### src/hdl/lin_flags_map.svh
// offsets, field positions, reset values and timing counts of the link status block
// What this block does
// - frame-error flag set on missing stop bit, cleared by status read
// - count falling edges since the last break; flag error at 57 or more, read clears
// - own transmission aborted on collision sets collision flag, read clears
// - no collision flag when combined option selected and transmit-complete already set
// - bus low for 11 bit times sets break flag, read clears
// - transmit-complete low while data pending, high when sent, cleared by break/receive
// - transmit-ready low until written byte moves into shift register
// - data write while transmit-ready low replaces pending byte
// - receive-ready set on new byte, cleared by data register read
// - lot word: wafer number 31:27, plant 26:22, lot id 21:0
// - revision word bits 31:28 hold mask revision 1 to 15
// - revision word bits 27:20 hold kernel ASCII code, 19:16 reserved
// - revision word low 16 bits hold part id number
// - flash address register 16 bits, family id in 3:0 at reset
// - software sets transmit mode bit; device clears it on break
`ifndef LIN_FLAGS_MAP_SVH
`define LIN_FLAGS_MAP_SVH

// register byte addresses
`define ADDR_STATUS       32'hFFFF0700
`define ADDR_DATA         32'hFFFF0704
`define ADDR_CONTROL      32'hFFFF0708
`define ADDR_MASK         32'hFFFF070C
`define ADDR_LOT_TRACE    32'hFFFF0710
`define ADDR_REV_TRACE    32'hFFFF0714
`define ADDR_FLASH_ADDR   32'hFFFF0E10

// status field positions
`define ST_FRAME_ERR      6
`define ST_EDGE_ERR       5
`define ST_COLLISION      4
`define ST_BREAK          3
`define ST_TX_DONE        2
`define ST_TX_READY       1
`define ST_RX_READY       0
`define ST_READ_CLEAR     7'h78

// control field positions
`define CTL_MODE          0
`define CTL_SEPARATE      1

// reset values
`define RST_STATUS        7'h02
`define RST_MASK          7'h7F
`define RST_CONTROL       2'h0

// timing
`define CORE_CLK_MHZ      100
`define LINK_BIT_TIME_NS  52083
`define LINK_BIT_CYCLES   ((`LINK_BIT_TIME_NS * `CORE_CLK_MHZ) / 1000)
`define BREAK_BITS        11
`define EDGE_LIMIT        57
`define FRAME_BITS        10

`endif

### src/hdl/lin_flags_pkg.sv
// types shared by the link status block
package lin_flags_pkg;

    typedef struct packed {
        logic frame_err;
        logic edge_err;
        logic collision;
        logic brk;
        logic tx_done;
        logic tx_ready;
        logic rx_ready;
    } status_t;

    typedef enum logic [3:0] {
        RX_IDLE  = 4'b0001,
        RX_START = 4'b0010,
        RX_DATA  = 4'b0100,
        RX_STOP  = 4'b1000
    } rx_state_t;

    typedef enum logic [1:0] {
        TX_IDLE = 2'b01,
        TX_SEND = 2'b10
    } tx_state_t;

endpackage

### src/hdl/lin_slave_status_flags.sv
// link slave with status flags, trace words and AXI4-Lite register slave
//
// Implementation choice: the AXI4-Lite register port.
`timescale 1ns/10ps
`include "lin_flags_map.svh"

module lin_slave_status_flags #(
    parameter int          BIT_CYCLES = `LINK_BIT_CYCLES,
    parameter logic [4:0]  WAFER_NUM  = 5'h01,   // arbitrary value
    parameter logic [4:0]  FAB_PLANT  = 5'h01,   // arbitrary value
    parameter logic [21:0] LOT_ID     = 22'h000001, // arbitrary value
    parameter logic [3:0]  MASK_REV   = 4'h1,    // arbitrary value
    parameter logic [7:0]  KERNEL_REV = 8'h41,   // arbitrary value
    parameter logic [15:0] PART_ID    = 16'h0001, // arbitrary value
    parameter logic [3:0]  FAMILY_ID  = 4'h1     // arbitrary value
) (
    input  wire logic                   CORE_CLK,
    input  wire logic                   NRST,
    input  wire logic [31:0]            AWADDR,
    input  wire logic                   AWVALID,
    output logic                        AWREADY,
    input  wire logic [31:0]            WDATA,
    input  wire logic [3:0]             WSTRB,
    input  wire logic                   WVALID,
    output logic                        WREADY,
    output logic [1:0]                  BRESP,
    output logic                        BVALID,
    input  wire logic                   BREADY,
    input  wire logic [31:0]            ARADDR,
    input  wire logic                   ARVALID,
    output logic                        ARREADY,
    output logic [31:0]                 RDATA,
    output logic [1:0]                  RRESP,
    output logic                        RVALID,
    input  wire logic                   RREADY,
    input  wire logic                   LIN_IN,
    output logic                        LIN_OUT,
    output logic                        LIN_OE_N,
    output logic                        IRQ,
    output lin_flags_pkg::status_t      STATUS_FLAGS
);
    import lin_flags_pkg::*;

    localparam int BRK_CYCLES = BIT_CYCLES * `BREAK_BITS;
    localparam int HALF_BIT   = BIT_CYCLES / 2;

    // bus side state
    logic [31:0] aw_addr;
    logic [31:0] w_data;
    logic [3:0]  w_strb;
    logic        aw_held;
    logic        w_held;

    // registers
    status_t     status;
    logic [6:0]  mask;
    logic [1:0]  control;
    logic [15:0] flash_addr;
    logic [7:0]  rx_byte;
    logic [7:0]  tx_hold;
    logic        tx_pending;

    // pin synchroniser
    logic        rx_meta;
    logic        rx_s;
    logic        rx_prev;

    // receiver
    rx_state_t   rx_state;
    logic [15:0] rx_cnt;
    logic [2:0]  rx_bits;
    logic [7:0]  rx_shift;
    logic [19:0] low_cnt;
    logic [5:0]  edge_cnt;

    // transmitter
    tx_state_t   tx_state;
    logic [15:0] tx_cnt;
    logic [3:0]  tx_bits;
    logic [9:0]  tx_shift;

    // identity words
    wire [31:0] lot_trace_word = {WAFER_NUM, FAB_PLANT, LOT_ID};
    wire [31:0] revision_part_trace_word = {MASK_REV, KERNEL_REV, 4'h0, PART_ID};

    // bus decode
    wire ar_take  = ARVALID & ARREADY;
    wire do_write = aw_held & w_held & ~BVALID;
    wire wr_data  = do_write & (aw_addr == `ADDR_DATA);
    wire wr_ctl   = do_write & (aw_addr == `ADDR_CONTROL);
    wire wr_mask  = do_write & (aw_addr == `ADDR_MASK);
    wire wr_stat  = do_write & (aw_addr == `ADDR_STATUS);
    wire wr_flash = do_write & (aw_addr == `ADDR_FLASH_ADDR);
    wire wr_ok    = wr_data | wr_ctl | wr_mask | wr_stat | wr_flash;
    wire rd_stat  = ar_take & (ARADDR == `ADDR_STATUS);
    wire rd_data  = ar_take & (ARADDR == `ADDR_DATA);
    wire rd_ok    = rd_stat | rd_data | (ARADDR == `ADDR_CONTROL) | (ARADDR == `ADDR_MASK)
                  | (ARADDR == `ADDR_LOT_TRACE) | (ARADDR == `ADDR_REV_TRACE)
                  | (ARADDR == `ADDR_FLASH_ADDR);
    wire [31:0] rd_word =
          (ARADDR == `ADDR_STATUS)     ? {25'h0, status}
        : (ARADDR == `ADDR_DATA)       ? {24'h0, rx_byte}
        : (ARADDR == `ADDR_CONTROL)    ? {30'h0, control}
        : (ARADDR == `ADDR_MASK)       ? {25'h0, mask}
        : (ARADDR == `ADDR_LOT_TRACE)  ? lot_trace_word
        : (ARADDR == `ADDR_REV_TRACE)  ? revision_part_trace_word
        : (ARADDR == `ADDR_FLASH_ADDR) ? {16'h0, flash_addr}
        : 32'h0;

    // link events
    wire fall       = rx_prev & ~rx_s;
    wire break_hit  = ~rx_s & (low_cnt == 20'(BRK_CYCLES - 1));
    wire rx_sample  = (rx_cnt == 16'h0);
    wire stop_seen  = (rx_state == RX_STOP) & rx_sample;
    wire byte_good  = stop_seen & rx_s;
    wire frame_bad  = stop_seen & ~rx_s;
    wire edge_over  = fall & (edge_cnt >= 6'(`EDGE_LIMIT - 1));
    wire tx_mid     = (tx_state == TX_SEND) & (tx_cnt == 16'(HALF_BIT));
    wire coll_abort = tx_mid & (rx_s != tx_shift[0]);
    wire tx_last    = (tx_state == TX_SEND) & (tx_cnt == 16'h0) & (tx_bits == 4'h0) & ~coll_abort;
    wire tx_load    = (tx_state == TX_IDLE) & control[`CTL_MODE] & tx_pending;
    wire coll_set   = coll_abort & ~(~control[`CTL_SEPARATE] & status.tx_done);
    wire tx_set     = tx_last & ~tx_pending & ~wr_data;

    // flag update: sets win over clears, except a data write, which keeps transmit-complete and transmit-ready low
    wire [6:0] rd_clear = rd_stat ? `ST_READ_CLEAR : 7'h00;
    wire [6:0] w1_clear = (wr_stat & w_strb[0]) ? (w_data[6:0] & `ST_READ_CLEAR) : 7'h00;
    wire [6:0] ev_set   = {frame_bad, edge_over, coll_set, break_hit, 3'b000};
    wire [6:0] sticky   = ({status} & ~(rd_clear | w1_clear)) | ev_set;
    wire next_tx_done   = tx_set ? 1'b1
                        : (break_hit | ~control[`CTL_MODE] | wr_data) ? 1'b0
                        : status.tx_done;
    wire next_rx_ready  = (byte_good & ~control[`CTL_MODE]) | (status.rx_ready & ~rd_data);
    wire next_tx_ready  = ~(wr_data | (tx_pending & ~tx_load));
    wire [6:0] next_status = {sticky[6:3], next_tx_done, next_tx_ready, next_rx_ready};

    // write address and data channels, taken in either order
    always_ff @(posedge CORE_CLK or negedge NRST) begin
        if (!NRST) begin
            AWREADY <= 1'b1;
            WREADY  <= 1'b1;
            aw_held <= 1'b0;
            w_held  <= 1'b0;
            aw_addr <= 32'h0;
            w_data  <= 32'h0;
            w_strb  <= 4'h0;
            BVALID  <= 1'b0;
            BRESP   <= 2'h0;
        end else begin
            if (AWVALID & AWREADY) begin
                aw_addr <= AWADDR;
                aw_held <= 1'b1;
                AWREADY <= 1'b0;
            end
            if (WVALID & WREADY) begin
                w_data <= WDATA;
                w_strb <= WSTRB;
                w_held <= 1'b1;
                WREADY <= 1'b0;
            end
            if (do_write) begin
                BVALID  <= 1'b1;
                BRESP   <= wr_ok ? 2'h0 : 2'h2;
                aw_held <= 1'b0;
                w_held  <= 1'b0;
            end
            if (BVALID & BREADY) begin
                BVALID  <= 1'b0;
                AWREADY <= 1'b1;
                WREADY  <= 1'b1;
            end
        end
    end

    // read channel, answered the edge the address is taken
    always_ff @(posedge CORE_CLK or negedge NRST) begin
        if (!NRST) begin
            ARREADY <= 1'b1;
            RVALID  <= 1'b0;
            RDATA   <= 32'h0;
            RRESP   <= 2'h0;
        end else if (ar_take) begin
            ARREADY <= 1'b0;
            RVALID  <= 1'b1;
            RDATA   <= rd_word;
            RRESP   <= rd_ok ? 2'h0 : 2'h2;
        end else if (RVALID & RREADY) begin
            RVALID  <= 1'b0;
            ARREADY <= 1'b1;
        end
    end

    // software registers
    always_ff @(posedge CORE_CLK or negedge NRST) begin
        if (!NRST) begin
            status     <= `RST_STATUS;
            mask       <= `RST_MASK;
            control    <= `RST_CONTROL;
            flash_addr <= {12'h000, FAMILY_ID};
            tx_hold    <= 8'h00;
            tx_pending <= 1'b0;
            IRQ        <= 1'b0;
        end else begin
            status <= next_status;
            IRQ    <= |(next_status & ~mask);
            if (wr_mask & w_strb[0])
                mask <= w_data[6:0];
            if (break_hit)
                control[`CTL_MODE] <= 1'b0;
            else if (wr_ctl & w_strb[0])
                control <= w_data[1:0];
            if (wr_flash & w_strb[0])
                flash_addr[7:0] <= w_data[7:0];
            if (wr_flash & w_strb[1])
                flash_addr[15:8] <= w_data[15:8];
            if (wr_data & w_strb[0]) begin
                tx_hold    <= w_data[7:0];
                tx_pending <= 1'b1;
            end else if (tx_load)
                tx_pending <= 1'b0;
        end
    end

    assign STATUS_FLAGS = status;

    // bus pin synchroniser
    always_ff @(posedge CORE_CLK or negedge NRST) begin
        if (!NRST) begin
            rx_meta <= 1'b1;
            rx_s    <= 1'b1;
            rx_prev <= 1'b1;
        end else begin
            rx_meta <= LIN_IN;
            rx_s    <= rx_meta;
            rx_prev <= rx_s;
        end
    end

    // low time and falling edge counters
    always_ff @(posedge CORE_CLK or negedge NRST) begin
        if (!NRST) begin
            low_cnt  <= 20'h0;
            edge_cnt <= 6'h0;
        end else begin
            if (rx_s)
                low_cnt <= 20'h0;
            else if (low_cnt != 20'(BRK_CYCLES))
                low_cnt <= low_cnt + 20'h1;
            if (break_hit)
                edge_cnt <= 6'h0;
            else if (fall & (edge_cnt != 6'h3F))
                edge_cnt <= edge_cnt + 6'h1;
        end
    end

    // byte receiver
    always_ff @(posedge CORE_CLK or negedge NRST) begin
        if (!NRST) begin
            rx_state <= RX_IDLE;
            rx_cnt   <= 16'h0;
            rx_bits  <= 3'h0;
            rx_shift <= 8'h00;
            rx_byte  <= 8'h00;
        end else begin
            if (!rx_sample)
                rx_cnt <= rx_cnt - 16'h1;
            case (rx_state)
                RX_IDLE: begin
                    if (fall) begin
                        rx_cnt   <= 16'(HALF_BIT);
                        rx_state <= RX_START;
                    end
                end
                RX_START: begin
                    if (rx_sample) begin
                        rx_cnt   <= 16'(BIT_CYCLES - 1);
                        rx_bits  <= 3'h0;
                        rx_state <= rx_s ? RX_IDLE : RX_DATA;
                    end
                end
                RX_DATA: begin
                    if (rx_sample) begin
                        rx_shift <= {rx_s, rx_shift[7:1]};
                        rx_bits  <= rx_bits + 3'h1;
                        rx_cnt   <= 16'(BIT_CYCLES - 1);
                        if (rx_bits == 3'h7)
                            rx_state <= RX_STOP;
                    end
                end
                RX_STOP: begin
                    if (rx_sample) begin
                        if (rx_s & ~control[`CTL_MODE])
                            rx_byte <= rx_shift;
                        rx_state <= RX_IDLE;
                    end
                end
                default: rx_state <= RX_IDLE;
            endcase
        end
    end

    // byte transmitter with collision check at mid bit
    always_ff @(posedge CORE_CLK or negedge NRST) begin
        if (!NRST) begin
            tx_state <= TX_IDLE;
            tx_cnt   <= 16'h0;
            tx_bits  <= 4'h0;
            tx_shift <= 10'h3FF;
            LIN_OUT  <= 1'b0;
            LIN_OE_N <= 1'b1;
        end else begin
            LIN_OUT <= 1'b0;
            case (tx_state)
                TX_IDLE: begin
                    LIN_OE_N <= 1'b1;
                    if (tx_load) begin
                        tx_shift <= {1'b1, tx_hold, 1'b0};
                        tx_cnt   <= 16'(BIT_CYCLES - 1);
                        tx_bits  <= 4'(`FRAME_BITS - 1);
                        LIN_OE_N <= 1'b0;
                        tx_state <= TX_SEND;
                    end
                end
                TX_SEND: begin
                    if (coll_abort || break_hit) begin
                        LIN_OE_N <= 1'b1;
                        tx_state <= TX_IDLE;
                    end else if (tx_cnt == 16'h0) begin
                        if (tx_bits == 4'h0) begin
                            LIN_OE_N <= 1'b1;
                            tx_state <= TX_IDLE;
                        end else begin
                            tx_shift <= {1'b1, tx_shift[9:1]};
                            tx_bits  <= tx_bits - 4'h1;
                            tx_cnt   <= 16'(BIT_CYCLES - 1);
                            LIN_OE_N <= tx_shift[1];
                        end
                    end else
                        tx_cnt <= tx_cnt - 16'h1;
                end
                default: tx_state <= TX_IDLE;
            endcase
        end
    end

endmodule

### config.mk
export PLATFORM = sky130hd
export DESIGN_NAME = lin_slave_status_flags
export DESIGN_NICKNAME = d
export VERILOG_FILES = /design/src/hdl/lin_flags_pkg.sv /design/src/hdl/lin_slave_status_flags.sv
export VERILOG_INCLUDE_DIRS = /design/src /design/src/hdl
export SDC_FILE = /design/constraint.sdc
export NUM_CORES = 1
export LEC_CHECK = 0
export BUFFER_PORTS_ARGS = -buffer_cell sky130_fd_sc_hd__buf_2
export CAP_MARGIN = 30
export CORE_MARGIN = 2
export CORE_UTILIZATION = 35
export CTS_BUF_LIST = sky130_fd_sc_hd__clkbuf_16
export DETAILED_ROUTE_END_ITERATION = 16
export PLACE_DENSITY = 0.6
export SLEW_MARGIN = 30
export SYNTH_ARGS = -nofsm -noshare
export SYNTH_HDL_FRONTEND = slang
export SYNTH_SLANG_ARGS = --single-unit
### constraint.sdc
create_clock -name CORE_CLK -period 3.4 [get_ports CORE_CLK]
set_clock_uncertainty 0.15 [all_clocks]
set_input_delay 0 -clock CORE_CLK [delete_from_list [all_inputs] [get_ports CORE_CLK]]
set_output_delay 0 -clock CORE_CLK [all_outputs]
set_load 0.1 [all_outputs]
==> impl_metrics.yaml, run 1 <==
cts:
  h-tree-depth: 1
  clk_latency_ns: 0.53
  cts_root_buf: "clkbuf_16"
  clk_path_buf_depth: 3
  cts_resized: 0
  clk_pin_slew_worst_paths_ns: 0.06
  cts_buffers: 26
  clkSinkCount: 219
  cts_tree: "yes"
synthesis:
  synthArstFlopShare_pct: 100
  yosysSeqAreaShare_pct: 52.1
  synth_edf_count: 0
  ys_warn_count: 0
  synth.distinct_cells: 77
  avgSynthCellArea_sq_um: 11.0
  ys.flop_type: "dfrtp_1"
  synthCells: 963
  synth_seq_cells: 219
  netlist_area_sq_um: 10600
power_and_ir_drop:
  p_switching_w: 0.00219
  leakagePower_nw: 6.01
  power.internal_w: 0.00531
  pwr_density_cell_nw_per_um2: 567
  p_total_w: 0.00750
  irDropWorstVdd_mv: 0.464
  seq_power_share_pct: 45.6
  power_frac_comb_pct: 17.7
  power_switching_share_pct: 29.2
  clkPwrFrac_pct: 36.8
grt:
  grt_max_degree: 83
  globalRouteTotalUtil_pct: 15.6
  gr-total-overflow: 0
  grt_pass1_wl_um: 40400
  grt_pass1_vias: 7775
  antenna_found_initial: 0
routing:
  top_layer: "met4"
  drc_errors: 0
  drt-met1-wl_um: 11700
  postRouteAntennaNets: 0
  dr.pass1.iters: 5
  route.met2.wl_um: 11200
  wl_um: 24600
  vias_per_cell: 5.02
  dr_wl_met3_um: 1270
  dr_total_vias: 7918
  post_drt_wl_per_cell_um: 15.6
  drt_iter0_markers: 362
worst_hold_path:
  min_path_type: "in2reg"
  whs_endpoint: "RDATA[10]$_DFFE_PN0P_"
  worstHoldPathCells: 7
  worst_hold_startpoint: "ARADDR[7]"
die:
  io_pins: 159
  core-area_sq_um: 29700
  start_util_pct: 35.6
  dieArea_sq_um: 31600
  die_w_um: 178
  die_h_um: 178
  rows: 63
worst_setup_path:
  start_kind: "flip-flop"
  crit_chain: "nor4_2 -> nand3_1 -> or2_1 -> nor4_4 -> mux2_2"
  worstPathArrival_ns: 3.03
  critPathKind: "reg2reg"
  path_max_fanout: 8
  worst_path_max_delay_cell: "nor4_4"
  cpPeakStageDelay_ns: 0.59
  critPathCaptureType: "flip-flop"
  r2r-start: "rx_cnt[7]$_DFF_PN0_"
  critPathBufInv: 0
  rr_worst_depth: 5
  required_ns: 3.65
  path_delay_family: "simple AND/OR/NAND/NOR gates"
  r2r_end: "rx_byte[6]$_DFFE_PN0P_"
  rrSetupSlack_ns: 0.63
final_layout:
  num_antenna_cells: 0
  layout.nets: 1288
  drive_gt1_share_pct: 28.3
  fillers: 2728
  final_common_cell: "dfrtp_1"
  area_growth_pct: 25.1
  mostFrequentLayoutCells: "192 x dfrtp_1, 125 x buf_2, 113 x mux2_2, 93 x nand2_1, 76 x dlygate4sd3_1"
status:
  status: "completed"
sta:
  max_freq_mhz: 360
  fin_setup_tns_ns: 0
  relSlewSlack_pct: 51.2
  setup_violations: 0
  min_period_over_period_pct: 81.6
  rsz0062_at_grt: "no"
  worst_slew_pin_slew_ns: 0.730
  maxSlewViolCount: 0
  timing.final.crit_period_ns: 2.77
  hold_viol: 0
place:
  gp_congestion: 0.795
  portBuffers: 126
  dp_hpwl_um: 16700
run:
  maxCapViolations: 0
## power by group through the flow
stage               Clock (W)  Combinational [W]  Sequential, W
floorplan                   0           0.000790        0.00352
global placement            0            0.00121        0.00344
detailed placement          0            0.00123        0.00346
CTS                   0.00284            0.00133        0.00342
global route          0.00295            0.00146        0.00348
finish                0.00276            0.00132        0.00342
## metal layers
layer / track usage, % / up-vias
met1: 22.3 / 3854
li1: - / 3845
met3: 2.61 / 30
met2: 25.0 / 189
met5: 0 / -
met4: 3.28 / 0
## synth_stat cells (all sizes together), types with 3 or more instances
cell,instances,share of area [%]
dfrtp,192,45
mux2,113,12
nand2,94,3.3
nor2,65,2.4
o21ai,43,2.1
buf,33,2.1
inv,33,1.2
nand3,33,1.6
dfstp,27,6.7
a21oi,26,1.2
clkbuf,22,0.78
nor4,21,1.7
xor2,19,1.6
nand4,18,1.1
a31oi,16,1.1
xnor2,15,1.2
and3,14,0.83
ha,14,1.7
or3,14,0.83
nor3,12,0.57
a22o,11,0.91
nor2b,11,0.65
nand2b,9,0.53
nor3b,8,0.61
o31ai,8,0.57
or4,7,0.53
mux2i,6,0.57
nand3b,6,0.54
a21o,5,0.35
and2,5,0.30
and4,5,0.41
nand4b,4,0.33
nor4b,4,0.39
or2,4,0.24
a211oi,3,0.21
a21boi,3,0.21
a22oi,3,0.21
a41oi,3,0.25
## final cells by class
type,count,area [sq um],area share [%]
clock buffer,26,651,4.91
clock inverter,22,206,1.56
tap,390,488,3.69
inverter,33,124,0.936
sequential,219,5510,41.7
multi-input combinational,669,4700,35.5
timing repair buffer,217,1560,11.8
## repair_timing
item,4_1_cts,5_1_grt
setup buffers,0,0
hold buffers,77,0
endpoints found under the hold margin,268,0
## worst reg2reg max path: stages, from the launching register on
cell,delay [ns]
dfrtp_1,0.42
nor4_2,0.47
nand3_1,0.24
or2_1,0.38
nor4_4,0.59
mux2_2,0.39
## how the worst max path moves through the flow
stage / from / endpoint / slack [ns] / cells after the start
5_1_grt: tx_cnt[6]$_DFFE_PN0P_ / tx_bits[0]$_DFFE_PN0P_ / 0.36 / 6
4_1_cts: rx_cnt[7]$_DFF_PN0_ / rx_byte[6]$_DFFE_PN0P_ / 0.60 / 5
2_1_floorplan: BVALID$_DFFE_PN0P_ / tx_hold[0]$_DFFE_PN0P_ / 0.38 / 7
6_report: rx_cnt[7]$_DFF_PN0_ / rx_byte[6]$_DFFE_PN0P_ / 0.63 / 5
3_5_place_dp: tx_cnt[6]$_DFFE_PN0P_ / tx_bits[0]$_DFFE_PN0P_ / 0.61 / 6
3_3_place_gp: rx_cnt[7]$_DFF_PN0_ / rx_byte[2]$_DFFE_PN0P_ / 0.64 / 5
## registers in the layout, summed over array words and instances (netlist names), 3 cells and up
name          cells
mask              7
low_cnt          20
rx_cnt           16
rx_state          4
tx_hold           8
flash_addr       16
tx_shift          9
w_data           16
rx_byte           8
edge_cnt          6
aw_addr          32
STATUS_FLAGS      7
RDATA            18
rx_shift          8
rx_bits           3
tx_cnt           16
tx_bits           4
## kinds of logic after synthesis
group                      Yosys count  share of synthesized area [%]
AOI/OAI and AO/OA                  144                           8.97
xor gates and xnor gates            34                           2.81
adders and majority gates           14                           1.66
buffers and inverters               88                           4.08
DFF                                219                           52.1
muxes                              119                           12.6
other                                1                         0.0354
and+or+nand+nor                    344                           17.8
## per-stage QoR
stage	cells	setup WS [ns]	hold WS, ns	instance area [sq um]	util [%]
CTS	1576	0.603	0.00551	13200	44.5
finish	1576	0.625	0.0168	13200	44.5
detailed placement	1451	0.614	-0.171	11600	39.0
global route	1576	0.359	0.0431	13200	44.5
floorplan	976	0.381	-0.446	10600	-
global placement	1451	0.641	-0.165	11600	39.0
Power figures use the tool's default switching activity.
==> inputs of run 2 (changes only) <==
Settings changed: PLACE_DENSITY 0.6 to 0.62.
Clock period 3.4 ns to 2.3 ns, I/O delays scaled along.
==> run 2 against run 1 <==
- the flow now finishes with violations (negative setup slack)
- non-clock buffer count up 117
- combinational power up 83%
- design area up 10%
- die area unchanged
- total power up 47%
- critical path depth up 6
==> impl_metrics.yaml, run 2 (synthesis gave the netlist of run 1 again) <==
status:
  status: "complete, but fails checks"
  violations: "negative setup slack"
sta:
  rsz0062_at_grt: "yes"
  worst_slew_pin_slew_ns: 0.583
  min_period_over_period_pct: 109
  hold_viol: 0
  fin_ws_ns: -0.217
  timing.final.crit_period_ns: 2.52
  max_freq_mhz: 397
  maxSlewViolCount: 0
  setup_violations: 43
  relSlewSlack_pct: 61.1
cts:
  clkSinkCount: 219
  cts_root_buf: "clkbuf_16"
  cts_buffers: 25
  h-tree-depth: 1
  cts_tree: "yes"
  clk_path_buf_depth: 3
  clk_pin_slew_worst_paths_ns: 0.06
  clk_latency_ns: 0.51
routing:
  vias_per_cell: 5.05
  dr_total_vias: 8547
  postRouteAntennaNets: 0
  dr_wl_met3_um: 1190
  wl_um: 27100
  drt-met1-wl_um: 12400
  top_layer: "met4"
  dr.pass1.iters: 4
  drc_errors: 0
  post_drt_wl_per_cell_um: 16.0
  drt_iter0_markers: 534
  route.met2.wl_um: 12900
final_layout:
  mostFrequentLayoutCells: "191 x dfrtp_1, 125 x buf_2, 119 x buf_4, 96 x mux2_2, 93 x nand2_1"
  area_growth_pct: 37.6
  final_common_cell: "dfrtp_1"
  postLayoutCoreUtil_pct: 49.0
  top_register: "aw_addr"
  reg_top3: "aw_addr (32), low_cnt (20), RDATA (18)"
  largest_reg_flops: 32
  layout.nets: 1405
  stdcell_count: 1691
  drive_gt1_share_pct: 38.9
  num_antenna_cells: 0
worst_setup_path:
  crit_chain: "ha_2 -> inv_2 -> or4b_4 -> buf_6 -> nor4_4 -> buf_4 -> buf_12 -> o21ai_4 -> and3_4 -> buf_12 -> a22o_1"
  critPathBufInv: 5
  crit_path_frequent_cell: "buf_12"
  worst_path_max_delay_cell: "or4b_4"
  path_delay_family: "simple AND/OR/NAND/NOR gates"
  startpoint: "low_cnt[1]$_DFFE_PN0P_"
  critPathKind: "reg2reg"
  required_ns: 2.54
  r2r-start: "low_cnt[1]$_DFFE_PN0P_"
  start_kind: "flip-flop"
  critPathCaptureType: "flip-flop"
  worstPathArrival_ns: 2.76
  path_max_fanout: 7
  cpPeakStageDelay_ns: 0.51
run:
  maxCapViolations: 0
grt:
  grt_pass1_vias: 8511
  globalRouteTotalUtil_pct: 16.7
  grt_max_degree: 74
  antenna_found_initial: 0
  gr-total-overflow: 0
  grt_pass1_wl_um: 43300
place:
  gp_congestion: 0.826
  portBuffers: 126
  dp_hpwl_um: 18500
  dp.cells: 1556
power_and_ir_drop:
  irDropWorstVdd_mv: 0.458
  leakagePower_nw: 6.66
  pwr_density_cell_nw_per_um2: 759
worst_hold_path:
  worst_hold_startpoint: "ARADDR[5]"
  min_path_type: "in2reg"
die:
  die_h_um: 178
  core-area_sq_um: 29700
  die_w_um: 178
  dieArea_sq_um: 31600
  io_pins: 159
  rows: 63
  start_util_pct: 35.6
-- run 2: layout make-up --
cell class	instances	area, sq um
Fill cell	2619	15200
Sequential cell	219	5520
Multi-Input combinational cell	670	5200
Timing Repair Buffer	334	2500
Clock buffer	25	626
Tap cell	390	488
Inverter	33	124
Clock inverter	20	116
-- run 2: through the flow --
| stage | setup slack [ns] | setup TNS, ns | total power, W | instance area (sq um) | hold WS (ns) |
|---|---|---|---|---|---|
| floorplan | -0.337 | -9.05 | 0.00639 | 10800 | -0.446 |
| global placement | -0.214 | -3.36 | 0.00711 | 12600 | -0.139 |
| detailed placement | -0.250 | -4.96 | 0.00720 | 12600 | -0.139 |
| CTS | -0.229 | -4.49 | 0.0110 | 14200 | 0.0597 |
| global route | -0.299 | -8.19 | 0.0116 | 14600 | 0.0354 |
| finish | -0.217 | -4.78 | 0.0111 | 14600 | 0.0125 |
-- run 2: worst paths after layout --
check | depth (start not counted) | end | slack, ns
worst max-delay path | 11 | tx_cnt[5]$_DFFE_PN0P_ | -0.22
max in group asynchronous | 4 | rx_meta$_DFF_PN1_ | 0.75
worst max register to register | 11 | tx_cnt[5]$_DFFE_PN0P_ | -0.22
worst min-delay path | 5 | STATUS_FLAGS[6]$_DFF_PN0_ | 0.01
worst min register to register | 0 | rx_s$_DFF_PN1_ | 0.23
min in group asynchronous | 3 | w_data[13]$_DFFE_PN0P_ | 0.44
-- run 2: worst min-delay path, cell delays in order --
cell	delay, ns
buf_2	0.07
nor3b_1	0.06
nand4_1	0.22
nor3_1	0.13
o21ai_0	0.15
-- run 2: what timing repair did --
item                                   in CTS  in global routing
endpoints found under the hold margin     282                  1
pin swaps                                  10                 29
gates resized for setup                    20                 51
setup endpoints to repair                  55                 83
hold buffers                               74                  1
cloned                                      0                  1
buffers inserted                            5                 12
-- run 2: metal layers --
layer	vias up	GRT usage, %
met5	-	0
met4	0	3.59
met3	44	2.23
met2	192	27.2
met1	4239	23.8
li1	4072	-
-- run 2: where the power goes --
part | switching [W] | total, W | internal [W]
Combinational | 0.00135 | 0.00241 | 0.00106
Sequential | 0.000535 | 0.00503 | 0.00450
Clock | 0.00155 | 0.00362 | 0.00207
Total | 0.00343 | 0.0111 | 0.00763
==> inputs of run 3 (changes only) <==
--- a/config.mk
+++ b/config.mk
@@ -14,3 +14,3 @@
 export DETAILED_ROUTE_END_ITERATION = 16
-export PLACE_DENSITY = 0.62
+export PLACE_DENSITY_LB_ADDON = 0.12
 export SLEW_MARGIN = 30
==> constraint.sdc (replaced) <==
create_clock -name CORE_CLK -period 2.3 [get_ports CORE_CLK]
set_clock_uncertainty 0.15 [all_clocks]
set_input_delay 0.23 -clock CORE_CLK [delete_from_list [all_inputs] [get_ports CORE_CLK]]
set_output_delay 0.23 -clock CORE_CLK [all_outputs]
set_load 0.1 [all_outputs]
==> run 3 against run 2 <==
- the flow still finishes with violations (negative setup slack)
- combinational power shrank 4%
- largest cell class unchanged
- clock power grew 5%
- register-to-register slack gained 0.02 ns
- sequential power shrank 0.8%
- total power grew 0.50%
- clock-buffer cell count grew 2
- largest power group unchanged
==> impl_metrics.yaml, run 3 (synthesis gave the netlist of run 1 again) <==
power_and_ir_drop:
  power.internal_w: 0.00773
  irDropWorstVdd_mv: 0.512
  seq_power_share_pct: 44.9
  power_frac_comb_pct: 20.8
  clkPwrFrac_pct: 34.3
  leakagePower_nw: 6.70
  pwr_density_cell_nw_per_um2: 759
  p_switching_w: 0.00339
  power_switching_share_pct: 30.5
place:
  portBuffers: 126
  dp_hpwl_um: 18800
  gp_congestion: 0.813
cts:
  clk_latency_ns: 0.52
  cts_root_buf: "clkbuf_16"
  clk_pin_slew_worst_paths_ns: 0.06
  clk_path_buf_depth: 3
  cts_tree: "yes"
  cts_buffers: 26
  clkSinkCount: 219
  h-tree-depth: 1
final_layout:
  final-seq-area_sq_um: 5520
  area_growth_pct: 38.5
  fillers: 2727
  drive_gt1_share_pct: 39.9
  largest_reg_flops: 32
  final_common_cell: "dfrtp_1"
  mostFrequentLayoutCells: "191 x dfrtp_1, 125 x buf_2, 123 x buf_4, 96 x mux2_2, 92 x nand2_1"
  multi_input_area_sq_um: 5220
  top_register: "aw_addr"
  layout.nets: 1405
  num_antenna_cells: 0
  reg_top3: "aw_addr (32), low_cnt (20), RDATA (18)"
grt:
  grt_pass1_vias: 8400
  grt_pass1_wl_um: 43400
  grt_max_degree: 66
  antenna_found_initial: 0
  gr-total-overflow: 0
  globalRouteTotalUtil_pct: 17.0
sta:
  fin_ws_ns: -0.202
  hold_ws_ns: 0.103
  setup_violations: 36
  fin_setup_tns_ns: -3.50
  hold_viol: 0
  maxSlewViolCount: 0
  rsz0062_at_grt: "yes"
  worst_slew_pin_slew_ns: 0.563
  timing.final.crit_period_ns: 2.50
  max_freq_mhz: 400
  min_period_over_period_pct: 109
  relSlewSlack_pct: 62.5
worst_setup_path:
  crit_chain: "ha_2 -> inv_2 -> or4b_4 -> or4_4 -> a31oi_4 -> nor2_4 -> buf_12 -> mux2_2"
  worst_path_max_delay_cell: "or4b_4"
  required_ns: 2.56
  worstPathArrival_ns: 2.76
  path_delay_family: "simple AND/OR/NAND/NOR gates"
  cpPeakStageDelay_ns: 0.48
  critPathKind: "reg2reg"
  critPathCaptureType: "flip-flop"
  start_kind: "flip-flop"
  path_max_fanout: 10
  critPathBufInv: 2
routing:
  post_drt_wl_per_cell_um: 16.0
  dr_total_vias: 8355
  vias_per_cell: 4.94
  drc_errors: 0
  drt_iter0_markers: 440
  dr.pass1.iters: 6
  wl_um: 27200
  postRouteAntennaNets: 0
die:
  die_h_um: 178
  dieArea_sq_um: 31600
  io_pins: 159
  core-area_sq_um: 29700
  start_util_pct: 35.6
  die_w_um: 178
  rows: 63
worst_hold_path:
  min_path_type: "in2reg"
run:
  maxCapViolations: 0
status:
  violations: "negative setup slack"
  status: "complete, but fails checks"
## run 3: cell count changes in the layout (fill, tap and decap cells not counted), sizes merged
cell / delta
clkinvlp: +1
buf: +9
clkinv: -1
inv: +1
dlygate4sd3: -10
clkbuf: +2
## run 3: metal layers
metal / up-vias / track usage (%) / wire length [um]
li1: 4084 / - / -
met1: 4067 / 24.4 / 13100
met2: 163 / 27.1 / 12500
met3: 41 / 2.19 / 955
met4: 0 / 4.37 / 620
met5: - / 0 / 0
## run 3: worst paths after layout
path,startpoint,endpoint,slack (ns),depth (start not counted)
max reg2reg,low_cnt[1]$_DFFE_PN0P_,tx_bits[0]$_DFFE_PN0P_,-0.20,8
max,low_cnt[1]$_DFFE_PN0P_,tx_bits[0]$_DFFE_PN0P_,-0.20,8
min,ARADDR[3],RDATA[0]$_DFFE_PN0P_,0.10,4
min reg2reg,rx_meta$_DFF_PN1_,rx_s$_DFF_PN1_,0.21,0
max in group asynchronous,NRST,ARREADY$_DFFE_PN1P_,1.19,3
min in group asynchronous,NRST,tx_cnt[7]$_DFFE_PN0P_,0.11,2
## run 3: power groups by stage
| stage | clock network (W) | logic (W) | registers [W] |
|---|---|---|---|
| final | 0.00381 | 0.00231 | 0.00499 |
| after floorplan | 0 | 0.00118 | 0.00522 |
| after global routing | 0.00408 | 0.00254 | 0.00509 |
| after global placement | 0 | 0.00211 | 0.00503 |
| after CTS | 0.00395 | 0.00227 | 0.00499 |
| after detailed placement | 0 | 0.00214 | 0.00505 |
## run 3: stage by stage
step / power [W] / worst slack, ns / area, sq um / cells / utilization [%]
finish: 0.0111 / -0.202 / 14700 / 1693 / 49.3
global route: 0.0117 / -0.256 / 14700 / 1693 / 49.3
CTS: 0.0112 / -0.192 / 14200 / 1683 / 47.8
detailed placement: 0.00720 / -0.238 / 12600 / 1568 / 42.6
global placement: 0.00714 / -0.211 / 12600 / 1568 / 42.6
floorplan: 0.00639 / -0.337 / 10800 / 976 / -
## run 3: layout make-up
cell class / instances / area share (%)
clock buffers: 27 / 4.61
clock inverters: 21 / 0.802
inverters: 33 / 0.845
multi-input cells: 670 / 35.6
flip-flops and latches: 219 / 37.6
well taps: 390 / 3.33
repair buffers: 333 / 17.1
## run 3: worst reg2reg max path, stage by stage (launching register included)
cell and delay [ns]:
dfrtp_1 0.35, ha_2 0.18, inv_2 0.04, or4b_4 0.48
or4_4 0.47, a31oi_4 0.24, nor2_4 0.07, buf_12 0.15
mux2_2 0.26
## run 3: what timing repair did
item / 4_1_cts / 5_1_grt
setup buffers: 3 / 11
setup endpoints to repair: 66 / 81
pin swaps: 15 / 13
hold buffers: 64 / 0
resized for setup: 23 / 60
endpoints found under the hold margin: 191 / 0
cloned: 0 / 1
